**config.mk**
```make
export PLATFORM = sky130hd
export DESIGN_NAME = rfsw_slave
export DESIGN_NICKNAME = d
export VERILOG_FILES = /design/src/rtl/rfsw_pkg.sv /design/src/rtl/rfsw_slave.sv /design/src/rtl/rfsw_sync.sv
export SDC_FILE = /design/constraint.sdc
export NUM_CORES = 1
export LEC_CHECK = 0
export ABC_CLOCK_PERIOD_IN_PS = 7600
export BUFFER_PORTS_ARGS = -buffer_cell sky130_fd_sc_hd__buf_4
export CAP_MARGIN = 20
export CORE_MARGIN = 3
export CORE_UTILIZATION = 61
export CTS_CLUSTER_SIZE = 10
export DETAILED_ROUTE_END_ITERATION = 8
export PLACE_DENSITY = 0.87
export SLEW_MARGIN = 5
export SYNTH_ARGS = -nofsm -noshare
export SYNTH_HDL_FRONTEND = slang
export SYNTH_SLANG_ARGS = --single-unit
```
**constraint.sdc**
```tcl
create_clock -name ref_clk -period 7.6 [get_ports ref_clk]
set_input_delay 0.76 -clock ref_clk [delete_from_list [all_inputs] [get_ports ref_clk]]
set_output_delay 0.76 -clock ref_clk [all_outputs]
set_load 0.005 [all_outputs]
```
**src/rtl/rfsw_pkg.sv**
```systemverilog
// constants and types of the rf switch bus slave
package rfsw_pkg;

    // ------------------------------------------------------------
    // register map
    // ------------------------------------------------------------
    localparam logic [4:0] ADDR_PATH   = 5'h00;
    localparam logic [4:0] ADDR_STATUS = 5'h1A;
    localparam logic [4:0] ADDR_GROUP  = 5'h1B;
    localparam logic [4:0] ADDR_UNIQUE_SLAVE_ID   = 5'h1F;

    // ------------------------------------------------------------
    // status field positions
    // ------------------------------------------------------------
    localparam int STAT_SWRST    = 7;
    localparam int STAT_CMD_PAR  = 6;
    localparam int STAT_LEN      = 5;
    localparam int STAT_ADDR_PAR = 4;
    localparam int STAT_DATA_PAR = 3;
    localparam int STAT_RD_UNUSED = 2;
    localparam int STAT_WR_UNUSED = 1;
    localparam int STAT_BCAST_RD = 0;

    // ------------------------------------------------------------
    // reset values
    // ------------------------------------------------------------
    localparam logic [7:0] PATH_RST   = 8'h00;
    localparam logic [6:0] FLAGS_RST  = 7'h00;
    localparam logic [3:0] GROUP_RST  = 4'h0;
    localparam logic [3:0] UNIQUE_SLAVE_ID_RST   = 4'hA;
    // upper identifier bits: value is arbitrary
    localparam logic [1:0] UNIQUE_SLAVE_ID_UPPER = 2'h0;
    localparam logic [3:0] BCAST_ID   = 4'h0;

    // ------------------------------------------------------------
    // frame lengths and command codes
    // ------------------------------------------------------------
    localparam logic [3:0] CMD_LAST  = 4'hC;
    localparam logic [3:0] DATA_LAST = 4'h8;
    localparam logic [3:0] RD_BITS   = 4'h9;
    localparam logic [1:0] CMD_WR    = 2'h2;
    localparam logic [1:0] CMD_RD    = 2'h3;
    localparam logic [1:0] CMD_EXT   = 2'h0;

    // ------------------------------------------------------------
    // path-select codes on bits 6:0
    // ------------------------------------------------------------
    localparam logic [6:0] CODE_SLEEP = 7'h00;
    localparam logic [6:0] CODE_ISO   = 7'h7F;
    localparam logic [6:0] CODE_T1    = 7'h07;
    localparam logic [6:0] CODE_T2    = 7'h09;
    localparam logic [6:0] CODE_T3    = 7'h0B;
    localparam logic [6:0] CODE_T4    = 7'h0A;
    localparam logic [6:0] CODE_T5    = 7'h08;
    localparam logic [6:0] CODE_T6    = 7'h01;
    localparam logic [6:0] CODE_T7    = 7'h02;
    localparam logic [6:0] CODE_T8    = 7'h03;

    typedef struct packed {
        logic       sleep;
        logic       isolate;
        logic [7:0] throw_port;
    } rfsw_path_type;

    typedef enum logic [6:0] {
        ST_IDLE  = 7'b000_0001,
        ST_CMD   = 7'b000_0010,
        ST_ADDR  = 7'b000_0100,
        ST_WDATA = 7'b000_1000,
        ST_PARK  = 7'b001_0000,
        ST_RDATA = 7'b010_0000,
        ST_RTAIL = 7'b100_0000
    } rfsw_state_type;

endpackage

```
**src/rtl/rfsw_slave.sv**
```systemverilog
// two-wire control bus slave driving an eight-throw switch path
module rfsw_slave (
    // clock, reset, enable
    input  wire logic                   ref_clk,
    input  wire logic                   sys_rst,
    input  wire logic                   clk_en,
    // bus pins
    input  wire logic                   bus_clk,
    input  wire logic                   bus_data_in,
    output logic                        bus_data_out,
    output logic                        bus_data_oe_n,
    // switch control
    output rfsw_pkg::rfsw_path_type     path_sel
);

    // ------------------------------------------------------------
    // functions
    // ------------------------------------------------------------
    function automatic logic addr_valid(input logic [4:0] a);
        if (a == rfsw_pkg::ADDR_PATH)
            addr_valid = 1'b1;
        else if (a == rfsw_pkg::ADDR_STATUS)
            addr_valid = 1'b1;
        else if (a == rfsw_pkg::ADDR_GROUP)
            addr_valid = 1'b1;
        else if (a == rfsw_pkg::ADDR_UNIQUE_SLAVE_ID)
            addr_valid = 1'b1;
        else
            addr_valid = 1'b0;
    endfunction

    function automatic logic odd_ok9(input logic [8:0] f);
        odd_ok9 = ^f;
    endfunction

    function automatic rfsw_pkg::rfsw_path_type
        path_decode(input logic [6:0] c);
        path_decode = '0;
        case (c)
            rfsw_pkg::CODE_SLEEP: path_decode.sleep = 1'b1;
            rfsw_pkg::CODE_ISO:   path_decode.isolate = 1'b1;
            rfsw_pkg::CODE_T1:    path_decode.throw_port[0] = 1'b1;
            rfsw_pkg::CODE_T2:    path_decode.throw_port[1] = 1'b1;
            rfsw_pkg::CODE_T3:    path_decode.throw_port[2] = 1'b1;
            rfsw_pkg::CODE_T4:    path_decode.throw_port[3] = 1'b1;
            rfsw_pkg::CODE_T5:    path_decode.throw_port[4] = 1'b1;
            rfsw_pkg::CODE_T6:    path_decode.throw_port[5] = 1'b1;
            rfsw_pkg::CODE_T7:    path_decode.throw_port[6] = 1'b1;
            rfsw_pkg::CODE_T8:    path_decode.throw_port[7] = 1'b1;
            default:              path_decode = '0;
        endcase
    endfunction

    // ------------------------------------------------------------
    // pin synchronisation
    // ------------------------------------------------------------
    logic [1:0] pins_s;
    logic       sclk_s;
    logic       sdat_s;

    rfsw_sync #(
        .WIDTH (2)
    ) u_sync (
        .ref_clk  (ref_clk),
        .sys_rst  (sys_rst),
        .clk_en   (clk_en),
        .async_in ({bus_clk, bus_data_in}),
        .sync_out (pins_s)
    );

    assign sclk_s = pins_s[1];
    assign sdat_s = pins_s[0];

    // ------------------------------------------------------------
    // state
    // ------------------------------------------------------------
    rfsw_pkg::rfsw_state_type  state_ff,  nxt_state;
    rfsw_pkg::rfsw_path_type   path_ff,   nxt_path;
    logic                      sclk_q_ff, nxt_sclk_q;
    logic                      sdat_q_ff, nxt_sdat_q;
    logic [3:0]                cnt_ff,    nxt_cnt;
    logic [11:0]               sh_ff,     nxt_sh;
    logic [8:0]                out_ff,    nxt_out;
    logic [4:0]                addr_ff,   nxt_addr;
    logic [7:0]                reg0_ff,   nxt_reg0;
    logic [6:0]                flags_ff,  nxt_flags;
    logic [3:0]                group_slave_id_ff,   nxt_group_slave_id;
    logic [3:0]                unique_slave_id_ff,   nxt_unique_slave_id;
    logic                      sdo_ff,    nxt_sdo;
    logic                      oe_n_ff,   nxt_oe_n;

    logic        rise;
    logic        fall;
    logic        ssc;
    logic [12:0] frame13;
    logic [8:0]  frame9;
    logic [6:0]  set_f;
    logic [6:0]  clr_f;
    logic        hit_u;
    logic        hit_g;
    logic        hit_b;
    logic [7:0]  rd_val;

    assign rise    = sclk_s & ~sclk_q_ff;
    assign fall    = ~sclk_s & sclk_q_ff;
    // data falling while the clock stays low marks a start
    assign ssc     = ~sclk_s & ~sclk_q_ff & ~sdat_s & sdat_q_ff;
    assign frame13 = {sh_ff, sdat_s};
    assign frame9  = {sh_ff[7:0], sdat_s};
    assign hit_u   = frame13[12:9] == unique_slave_id_ff;
    assign hit_g   = frame13[12:9] == group_slave_id_ff;
    assign hit_b   = frame13[12:9] == rfsw_pkg::BCAST_ID;

    always_comb
    begin
        rd_val = 8'h00;
        if (frame13[5:1] == rfsw_pkg::ADDR_PATH)
            rd_val = reg0_ff;
        else if (frame13[5:1] == rfsw_pkg::ADDR_STATUS)
            rd_val = {1'b0, flags_ff};
        else if (frame13[5:1] == rfsw_pkg::ADDR_GROUP)
            rd_val = {4'h0, group_slave_id_ff};
        else if (frame13[5:1] == rfsw_pkg::ADDR_UNIQUE_SLAVE_ID)
            rd_val = {2'h0, rfsw_pkg::UNIQUE_SLAVE_ID_UPPER, unique_slave_id_ff};
    end

    // ------------------------------------------------------------
    // sequence decoder
    // ------------------------------------------------------------
    always_comb
    begin
        nxt_state  = state_ff;
        nxt_sclk_q = sclk_s;
        nxt_sdat_q = sdat_s;
        nxt_cnt    = cnt_ff;
        nxt_sh     = sh_ff;
        nxt_out    = out_ff;
        nxt_addr   = addr_ff;
        nxt_reg0   = reg0_ff;
        nxt_group_slave_id   = group_slave_id_ff;
        nxt_unique_slave_id   = unique_slave_id_ff;
        nxt_sdo    = sdo_ff;
        nxt_oe_n   = oe_n_ff;
        set_f      = '0;
        clr_f      = '0;
        if (ssc)
        begin
            // a start inside a sequence cuts the old one short
            if (state_ff != rfsw_pkg::ST_IDLE)
                set_f[rfsw_pkg::STAT_LEN] = 1'b1;
            nxt_state = rfsw_pkg::ST_CMD;
            nxt_cnt   = 4'h0;
            nxt_oe_n  = 1'b1;
        end
        else
        begin
            case (state_ff)
                rfsw_pkg::ST_CMD:
                begin
                    if (fall)
                    begin
                        nxt_sh  = frame13[11:0];
                        nxt_cnt = cnt_ff + 4'h1;
                        if (cnt_ff == rfsw_pkg::CMD_LAST)
                        begin
                            nxt_state = rfsw_pkg::ST_IDLE;
                            nxt_cnt   = 4'h0;
                            if (!(^frame13))
                                set_f[rfsw_pkg::STAT_CMD_PAR] = 1'b1;
                            else if (!(hit_u || hit_g || hit_b))
                                nxt_state = rfsw_pkg::ST_IDLE;
                            else if (frame13[8])
                            begin
                                nxt_reg0  = {1'b0, frame13[7:1]};
                                nxt_state = rfsw_pkg::ST_PARK;
                            end
                            else if (frame13[7:6] == rfsw_pkg::CMD_WR)
                            begin
                                if (!addr_valid(frame13[5:1]))
                                    set_f[rfsw_pkg::STAT_WR_UNUSED] = 1'b1;
                                nxt_addr  = frame13[5:1];
                                nxt_state = rfsw_pkg::ST_WDATA;
                            end
                            else if (frame13[7:6] == rfsw_pkg::CMD_RD)
                            begin
                                if (!hit_u)
                                    set_f[rfsw_pkg::STAT_BCAST_RD] = 1'b1;
                                else if (!addr_valid(frame13[5:1]))
                                    set_f[rfsw_pkg::STAT_RD_UNUSED] = 1'b1;
                                else
                                begin
                                    nxt_out   = {rd_val, ~^rd_val};
                                    nxt_state = rfsw_pkg::ST_RDATA;
                                    if (frame13[5:1] == rfsw_pkg::ADDR_STATUS)
                                        clr_f = '1;
                                end
                            end
                            else if (frame13[7:6] == rfsw_pkg::CMD_EXT)
                                nxt_state = rfsw_pkg::ST_ADDR;
                        end
                    end
                end
                rfsw_pkg::ST_ADDR:
                begin
                    if (fall)
                    begin
                        nxt_sh  = frame13[11:0];
                        nxt_cnt = cnt_ff + 4'h1;
                        if (cnt_ff == rfsw_pkg::DATA_LAST)
                        begin
                            // extended sequences are only checked, not run
                            if (!odd_ok9(frame9))
                                set_f[rfsw_pkg::STAT_ADDR_PAR] = 1'b1;
                            nxt_state = rfsw_pkg::ST_IDLE;
                        end
                    end
                end
                rfsw_pkg::ST_WDATA:
                begin
                    if (fall)
                    begin
                        nxt_sh  = frame13[11:0];
                        nxt_cnt = cnt_ff + 4'h1;
                        if (cnt_ff == rfsw_pkg::DATA_LAST)
                        begin
                            nxt_state = rfsw_pkg::ST_PARK;
                            if (!odd_ok9(frame9))
                                set_f[rfsw_pkg::STAT_DATA_PAR] = 1'b1;
                            else if (addr_ff == rfsw_pkg::ADDR_PATH)
                                nxt_reg0 = frame9[8:1];
                            else if (addr_ff == rfsw_pkg::ADDR_STATUS)
                            begin
                                if (frame9[rfsw_pkg::STAT_SWRST + 1])
                                begin
                                    nxt_reg0 = rfsw_pkg::PATH_RST;
                                    clr_f    = '1;
                                end
                            end
                            else if (addr_ff == rfsw_pkg::ADDR_GROUP)
                                nxt_group_slave_id = frame9[4:1];
                            else if (addr_ff == rfsw_pkg::ADDR_UNIQUE_SLAVE_ID)
                                nxt_unique_slave_id = frame9[4:1];
                        end
                    end
                end
                rfsw_pkg::ST_PARK:
                begin
                    if (fall)
                        nxt_state = rfsw_pkg::ST_IDLE;
                end
                rfsw_pkg::ST_RDATA:
                begin
                    // the master's park clock passes with nothing driven
                    if (rise && cnt_ff != 4'h0)
                    begin
                        nxt_oe_n = 1'b0;
                        if (cnt_ff <= rfsw_pkg::RD_BITS)
                        begin
                            nxt_sdo = out_ff[8];
                            nxt_out = {out_ff[7:0], 1'b0};
                            nxt_cnt = cnt_ff + 4'h1;
                        end
                        else
                        begin
                            nxt_sdo   = 1'b0;
                            nxt_state = rfsw_pkg::ST_RTAIL;
                        end
                    end
                    else if (fall && cnt_ff == 4'h0)
                        nxt_cnt = 4'h1;
                end
                rfsw_pkg::ST_RTAIL:
                begin
                    if (fall)
                    begin
                        nxt_oe_n  = 1'b1;
                        nxt_state = rfsw_pkg::ST_IDLE;
                    end
                end
                default:
                    nxt_state = rfsw_pkg::ST_IDLE;
            endcase
        end
        // a new error wins over a clear in the same cycle
        nxt_flags = (flags_ff & ~clr_f) | set_f;
        nxt_path  = path_decode(reg0_ff[6:0]);
    end

    always_ff @(posedge ref_clk or posedge sys_rst)
    begin
        if (sys_rst)
        begin
            state_ff  <= rfsw_pkg::ST_IDLE;
            path_ff   <= '0;
            sclk_q_ff <= 1'b0;
            sdat_q_ff <= 1'b0;
            cnt_ff    <= 4'h0;
            sh_ff     <= 12'h000;
            out_ff    <= 9'h000;
            addr_ff   <= 5'h00;
            reg0_ff   <= rfsw_pkg::PATH_RST;
            flags_ff  <= rfsw_pkg::FLAGS_RST;
            group_slave_id_ff   <= rfsw_pkg::GROUP_RST;
            unique_slave_id_ff   <= rfsw_pkg::UNIQUE_SLAVE_ID_RST;
            sdo_ff    <= 1'b0;
            oe_n_ff   <= 1'b1;
        end
        else if (clk_en)
        begin
            state_ff  <= nxt_state;
            path_ff   <= nxt_path;
            sclk_q_ff <= nxt_sclk_q;
            sdat_q_ff <= nxt_sdat_q;
            cnt_ff    <= nxt_cnt;
            sh_ff     <= nxt_sh;
            out_ff    <= nxt_out;
            addr_ff   <= nxt_addr;
            reg0_ff   <= nxt_reg0;
            flags_ff  <= nxt_flags;
            group_slave_id_ff   <= nxt_group_slave_id;
            unique_slave_id_ff   <= nxt_unique_slave_id;
            sdo_ff    <= nxt_sdo;
            oe_n_ff   <= nxt_oe_n;
        end
    end

    assign bus_data_out  = sdo_ff;
    assign bus_data_oe_n = oe_n_ff;
    assign path_sel      = path_ff;

endmodule

```
**src/rtl/rfsw_sync.sv**
```systemverilog
// two-flop synchroniser for pins from outside the ref_clk domain
module rfsw_sync #(
    parameter int WIDTH = 2
) (
    // clock, reset and enable
    input  wire logic             ref_clk,
    input  wire logic             sys_rst,
    input  wire logic             clk_en,
    // asynchronous in, synchronous out
    input  wire logic [WIDTH-1:0] async_in,
    output logic      [WIDTH-1:0] sync_out
);

    logic [WIDTH-1:0] meta_ff;
    logic [WIDTH-1:0] sync_ff;
    logic [WIDTH-1:0] nxt_meta;
    logic [WIDTH-1:0] nxt_sync;

    always_comb
    begin
        nxt_meta = async_in;
        nxt_sync = meta_ff;
    end

    always_ff @(posedge ref_clk or posedge sys_rst)
    begin
        if (sys_rst)
        begin
            meta_ff <= '0;
            sync_ff <= '0;
        end
        else if (clk_en)
        begin
            meta_ff <= nxt_meta;
            sync_ff <= nxt_sync;
        end
    end

    assign sync_out = sync_ff;

endmodule

```
==> results <==
- The flow ran to the end, and the final reports show no timing, DRC or antenna violations.
- The startpoint of the lowest-slack hold path is flags_ff[2].
- After synthesis, flip-flops and latches occupy 43.25% of the total area.
- The violation count after the first detailed-route iteration is 271.
- The endpoint identified for the worst register-to-register timing path is reg0_ff[0].
- In this run the worst path has a maximum fanout of 8.
- The clock tree synthesis step divided the H-tree into 3 levels.
- The number of remaining DRC errors is 0.
- The period utilization is 40.06%.
- The synthesized net count is 461.
- Once layout is complete, the utilization of the core stands at 69.82%.
- The die covers 8486 µm².
- The share of synthesized cell area in full adder, half adder and majority cells is 1.936%.
- The area growth from synthesis to layout is 7.743%.
- The count of hold-fix buffers inserted at cts is 0.
- The startpoint of the worst-slack reg-to-reg timing path is sh_ff[5].
- Setup repair after global routing left no endpoint under its margin.
- VDD sags by at most 0.1349 mV.
- Counting distinct cell types in the post-synthesis netlist gives 59.
- STA puts the critical path data required time at 7.86 ns.
- The total track usage is 24.42%.
- The maximum root-to-sink buffer count is 2.
- Of the total synthesized cell area, the portion taken by AND, OR, NAND and NOR gates is 17.20%.
- STA classifies the critical path startpoint as a flop.
- The total number of yosys warnings is 0.
- The multi-input combinational cells in the finished layout cover a total of 2376 µm².
- The endpoint of the most critical setup path is reg0_ff[0].
- The worst-case clock skew is 0.01507 ns.
- The static leakage is 2.130 nW.
- The headroom to the max-slew limit is 31.00%.
- The post-route standard cell area excluding fillers is 4875 µm².
- The final non-filler cell total is 550.
- The dominant register cell in the synthesized netlist is sky130_fd_sc_hd__dfrtp_1.
- Power spread over the standard cell area amounts to 199.0 nW/µm².
- Pin placement for this block handled 17 I/O pins.
- The count of input and output buffers is 16.
- After global routing the overflow that remains totals 0.
- Data arrives at the worst endpoint at 3.30 ns.
- Summing all placed instances gives a cell area of 4671 µm².
- The number of antenna violations at the first check in global routing came to 0.
- Setup slack on the worst reg-to-reg path comes out at 4.56 ns.
- Power comes to 0.9701 mW.
- In the synthesized netlist the async set-or-reset flop fraction comes to 100.0%.
- The per-cell via count in the routed design is 6.436.
- The final count of pins violating max slew is 0.
- The final critical-path required period is 3.044 ns.
- The first global-routing pass estimated 16300 µm of wire.
- Detailed placement ended at an HPWL of 7056 µm.
- The cell area that synthesis handed to floorplanning was 4524 µm².
- The count of vias placed by the detailed router is 3540.
- The TritonCTS clock tree is built.
- For the worst flop-to-flop path, the logic depth is 8.
- Yosys mapped a number of flops with a built-in enable equal to 0.
- Once detail routing completed, the nets flagged for antenna violations numbered 0.
- The region available for standard cell placement spans 6982 µm².
- The number of iterations in the first detailed-routing pass is 5.
- The TritonCTS sink count is 78.
- From left edge to right edge, the die measures 92.12 µm.
- Tracing the worst setup path back leads to its startpoint at sh_ff[5].
- The post-detailed-routing wire length is 9986 µm.
- Once the floorplan was initialized, standard cells occupied 64.80% of the core.
- The area taken by flip-flops and latches is 1957 µm².
- The source-to-sink clock delay at the later pin of the worst-skew pair is 0.36 ns.
- Counting the buffers created by CTS gives 9.
- The classification of the worst setup path is flop to flop.
- The total negative setup slack is 0 ns.
- Across the run, the number of max-cap violations was 0.
- The number of setup buffers added after CTS is 0.
- The mux cell area share after synthesis is 11.89%.
- The worst hold path class is flop to flop.
- Counting instances, the worst hold path has a depth of 1.
- The average size of a mapped cell is 10.08 µm².
- The vertical die dimension is 92.12 µm.
- The main combinational cell family by area after synthesis is simple AND/OR/NAND/NOR gates.
- The post-synthesis sequential element count is 78.
- The number of endpoints with negative hold slack in the final report is 0.
- The category of the worst setup path capture point is a flop.
- The number of instances in the placed design is 534.
- The maximum number of pins on one net before global-route repair is 79.
- After detailed routing, the average wire length per cell comes to 18.16 µm.
- The number of nets in the layout is 461.
- The number of antenna repair diodes is 0.
- The worst-margin pin slew is 1.021 ns.
- The root buffer cell is sky130_fd_sc_hd__clkbuf_8.
- The final count of negative-setup-slack endpoints is 0.
- The area share of xor/xnor cells in the synthesized design is 6.195%.
- Of the cells placed in the final design, the portion with a size suffix greater than 1 is 20.48%.
- The area fraction in compound gates after synthesis is 15.29%.
- The number of instances in the synthesized netlist is 449.
- Gates resized during post-CTS repair numbered 0.
- Timing would allow up to 328.5 MHz.
- Routability-driven placement finished with a final weighted congestion of 0.9169.
- After floorplanning, the core was divided into 30 placement rows.
- The filler cells instantiated in the layout total 540.
- Clock-pin slew was measured on the worst setup and hold paths at 0.09 ns.
- The via count of the first global-routing pass came to 3268.
[worst max-delay path, cell delays in order, from the launching register on]
cell	delay, ns
sky130_fd_sc_hd__dfrtp_1	0.41
sky130_fd_sc_hd__inv_1	0.15
sky130_fd_sc_hd__ha_1	0.27
sky130_fd_sc_hd__xnor2_1	0.13
sky130_fd_sc_hd__xnor3_2	0.47
sky130_fd_sc_hd__nand2b_1	0.07
sky130_fd_sc_hd__or4_1	0.57
sky130_fd_sc_hd__a211oi_4	0.48
sky130_fd_sc_hd__mux2_2	0.39
[cell families after synthesis]
family	after synthesis
AOI/OAI and AO/OA	96
DFF	78
and+or+nand+nor	145
adders and majority gates	7
muxes	48
xor gates and xnor gates	24
buffers and inverters	51
[layout by cell type, fill, tap and decap left out, types with 11 or more instances in the layout]
master	instances
sky130_fd_sc_hd__buf_4	18
sky130_fd_sc_hd__inv_1	21
sky130_fd_sc_hd__a21oi_1	11
sky130_fd_sc_hd__o22ai_1	11
sky130_fd_sc_hd__nor3_1	16
sky130_fd_sc_hd__xnor2_1	18
sky130_fd_sc_hd__nor2b_1	15
sky130_fd_sc_hd__nand3_1	19
sky130_fd_sc_hd__nand2_1	27
sky130_fd_sc_hd__nor2_1	24
sky130_fd_sc_hd__o21ai_0	16
sky130_fd_sc_hd__mux2_2	46
sky130_fd_sc_hd__dfrtp_1	74
[how the worst min path moves through the flow]
stage                     slack (ns)          end
final                           0.50  flags_ff[2]
after global routing            0.52  flags_ff[0]
after CTS                       0.50  flags_ff[2]
after detailed placement        0.48  flags_ff[2]
after global placement          0.48  flags_ff[0]
after floorplan                 0.46  flags_ff[0]
[power by group]
part	internal, mW	switching [mW]
logic	0.0725	0.104
registers	0.438	0.0337
clock network	0.155	0.167
[layout make-up]
class,instances,area share [%]
multi-input cells,320,48.74
flip-flops and latches,78,40.14
repair buffers,18,2.772
clock buffers,9,2.541
well taps,96,2.464
inverters,22,1.694
clock inverters,7,1.643
[per-layer routing]
layer  GRT usage [%]  vias to the layer above  wire length [µm]
met5               0                        -                 0
met4           9.035                        0               158
met3           5.086                       14               650
met2           37.65                      144              4502
met1           34.12                     1743              4674
li1                -                     1639                 -
[cell usage after synthesis (4+ instances only)]
master                      number  area [µm²]
sky130_fd_sc_hd__a21oi_1        11       55.05
sky130_fd_sc_hd__a22o_1          6       52.55
sky130_fd_sc_hd__a31oi_1         6       37.54
sky130_fd_sc_hd__a32o_1          5       50.05
sky130_fd_sc_hd__and3_1          4       25.02
sky130_fd_sc_hd__clkbuf_1       28       105.1
sky130_fd_sc_hd__dfrtp_1        74        1852
sky130_fd_sc_hd__dfstp_2         4       105.1
sky130_fd_sc_hd__ha_1            7       87.58
sky130_fd_sc_hd__inv_1          22       82.58
sky130_fd_sc_hd__mux2_2         46       518.0
sky130_fd_sc_hd__nand2_1        27       101.4
sky130_fd_sc_hd__nand2b_1        6       37.54
sky130_fd_sc_hd__nand3_1        19       95.09
sky130_fd_sc_hd__nand4_1         4       25.02
sky130_fd_sc_hd__nor2_1         24       90.09
sky130_fd_sc_hd__nor2b_1        15       93.84
sky130_fd_sc_hd__nor3_1         16       80.08
sky130_fd_sc_hd__nor3b_1         6       45.04
sky130_fd_sc_hd__nor4_1          5       31.28
sky130_fd_sc_hd__o21ai_0        16       80.08
sky130_fd_sc_hd__o22ai_1        11       68.82
sky130_fd_sc_hd__o2bb2ai_1       5       43.79
sky130_fd_sc_hd__or3_1           4       25.02
sky130_fd_sc_hd__or4_1           5       37.54
sky130_fd_sc_hd__xnor2_1        18       157.7
sky130_fd_sc_hd__xnor3_1         4       90.09
[stage by stage]
stage	setup WS (ns)	hold slack, ns
detailed placement	4.588	0.4766
CTS	4.577	0.4972
global placement	4.666	0.4794
finish	4.556	0.4966
global route	4.368	0.5193
floorplan	4.796	0.4593
[sequential cells by signal (all words and copies together) (netlist names)]
| register | cells |
|---|---|
| sh_ff | 12 |
| path_sel | 10 |
| out_ff | 9 |
| reg0_ff | 8 |
| flags_ff | 7 |
| state_ff | 7 |
| addr_ff | 5 |
| cnt_ff | 4 |
| group_slave_id_ff | 4 |
| unique_slave_id_ff | 4 |
| u_sync.meta_ff | 2 |
| u_sync.sync_out | 2 |
| bus_data_oe_n | 1 |
| bus_data_out | 1 |
| sclk_q_ff | 1 |
| sdat_q_ff | 1 |
No activity file was read; power rests on OpenSTA's default activity.
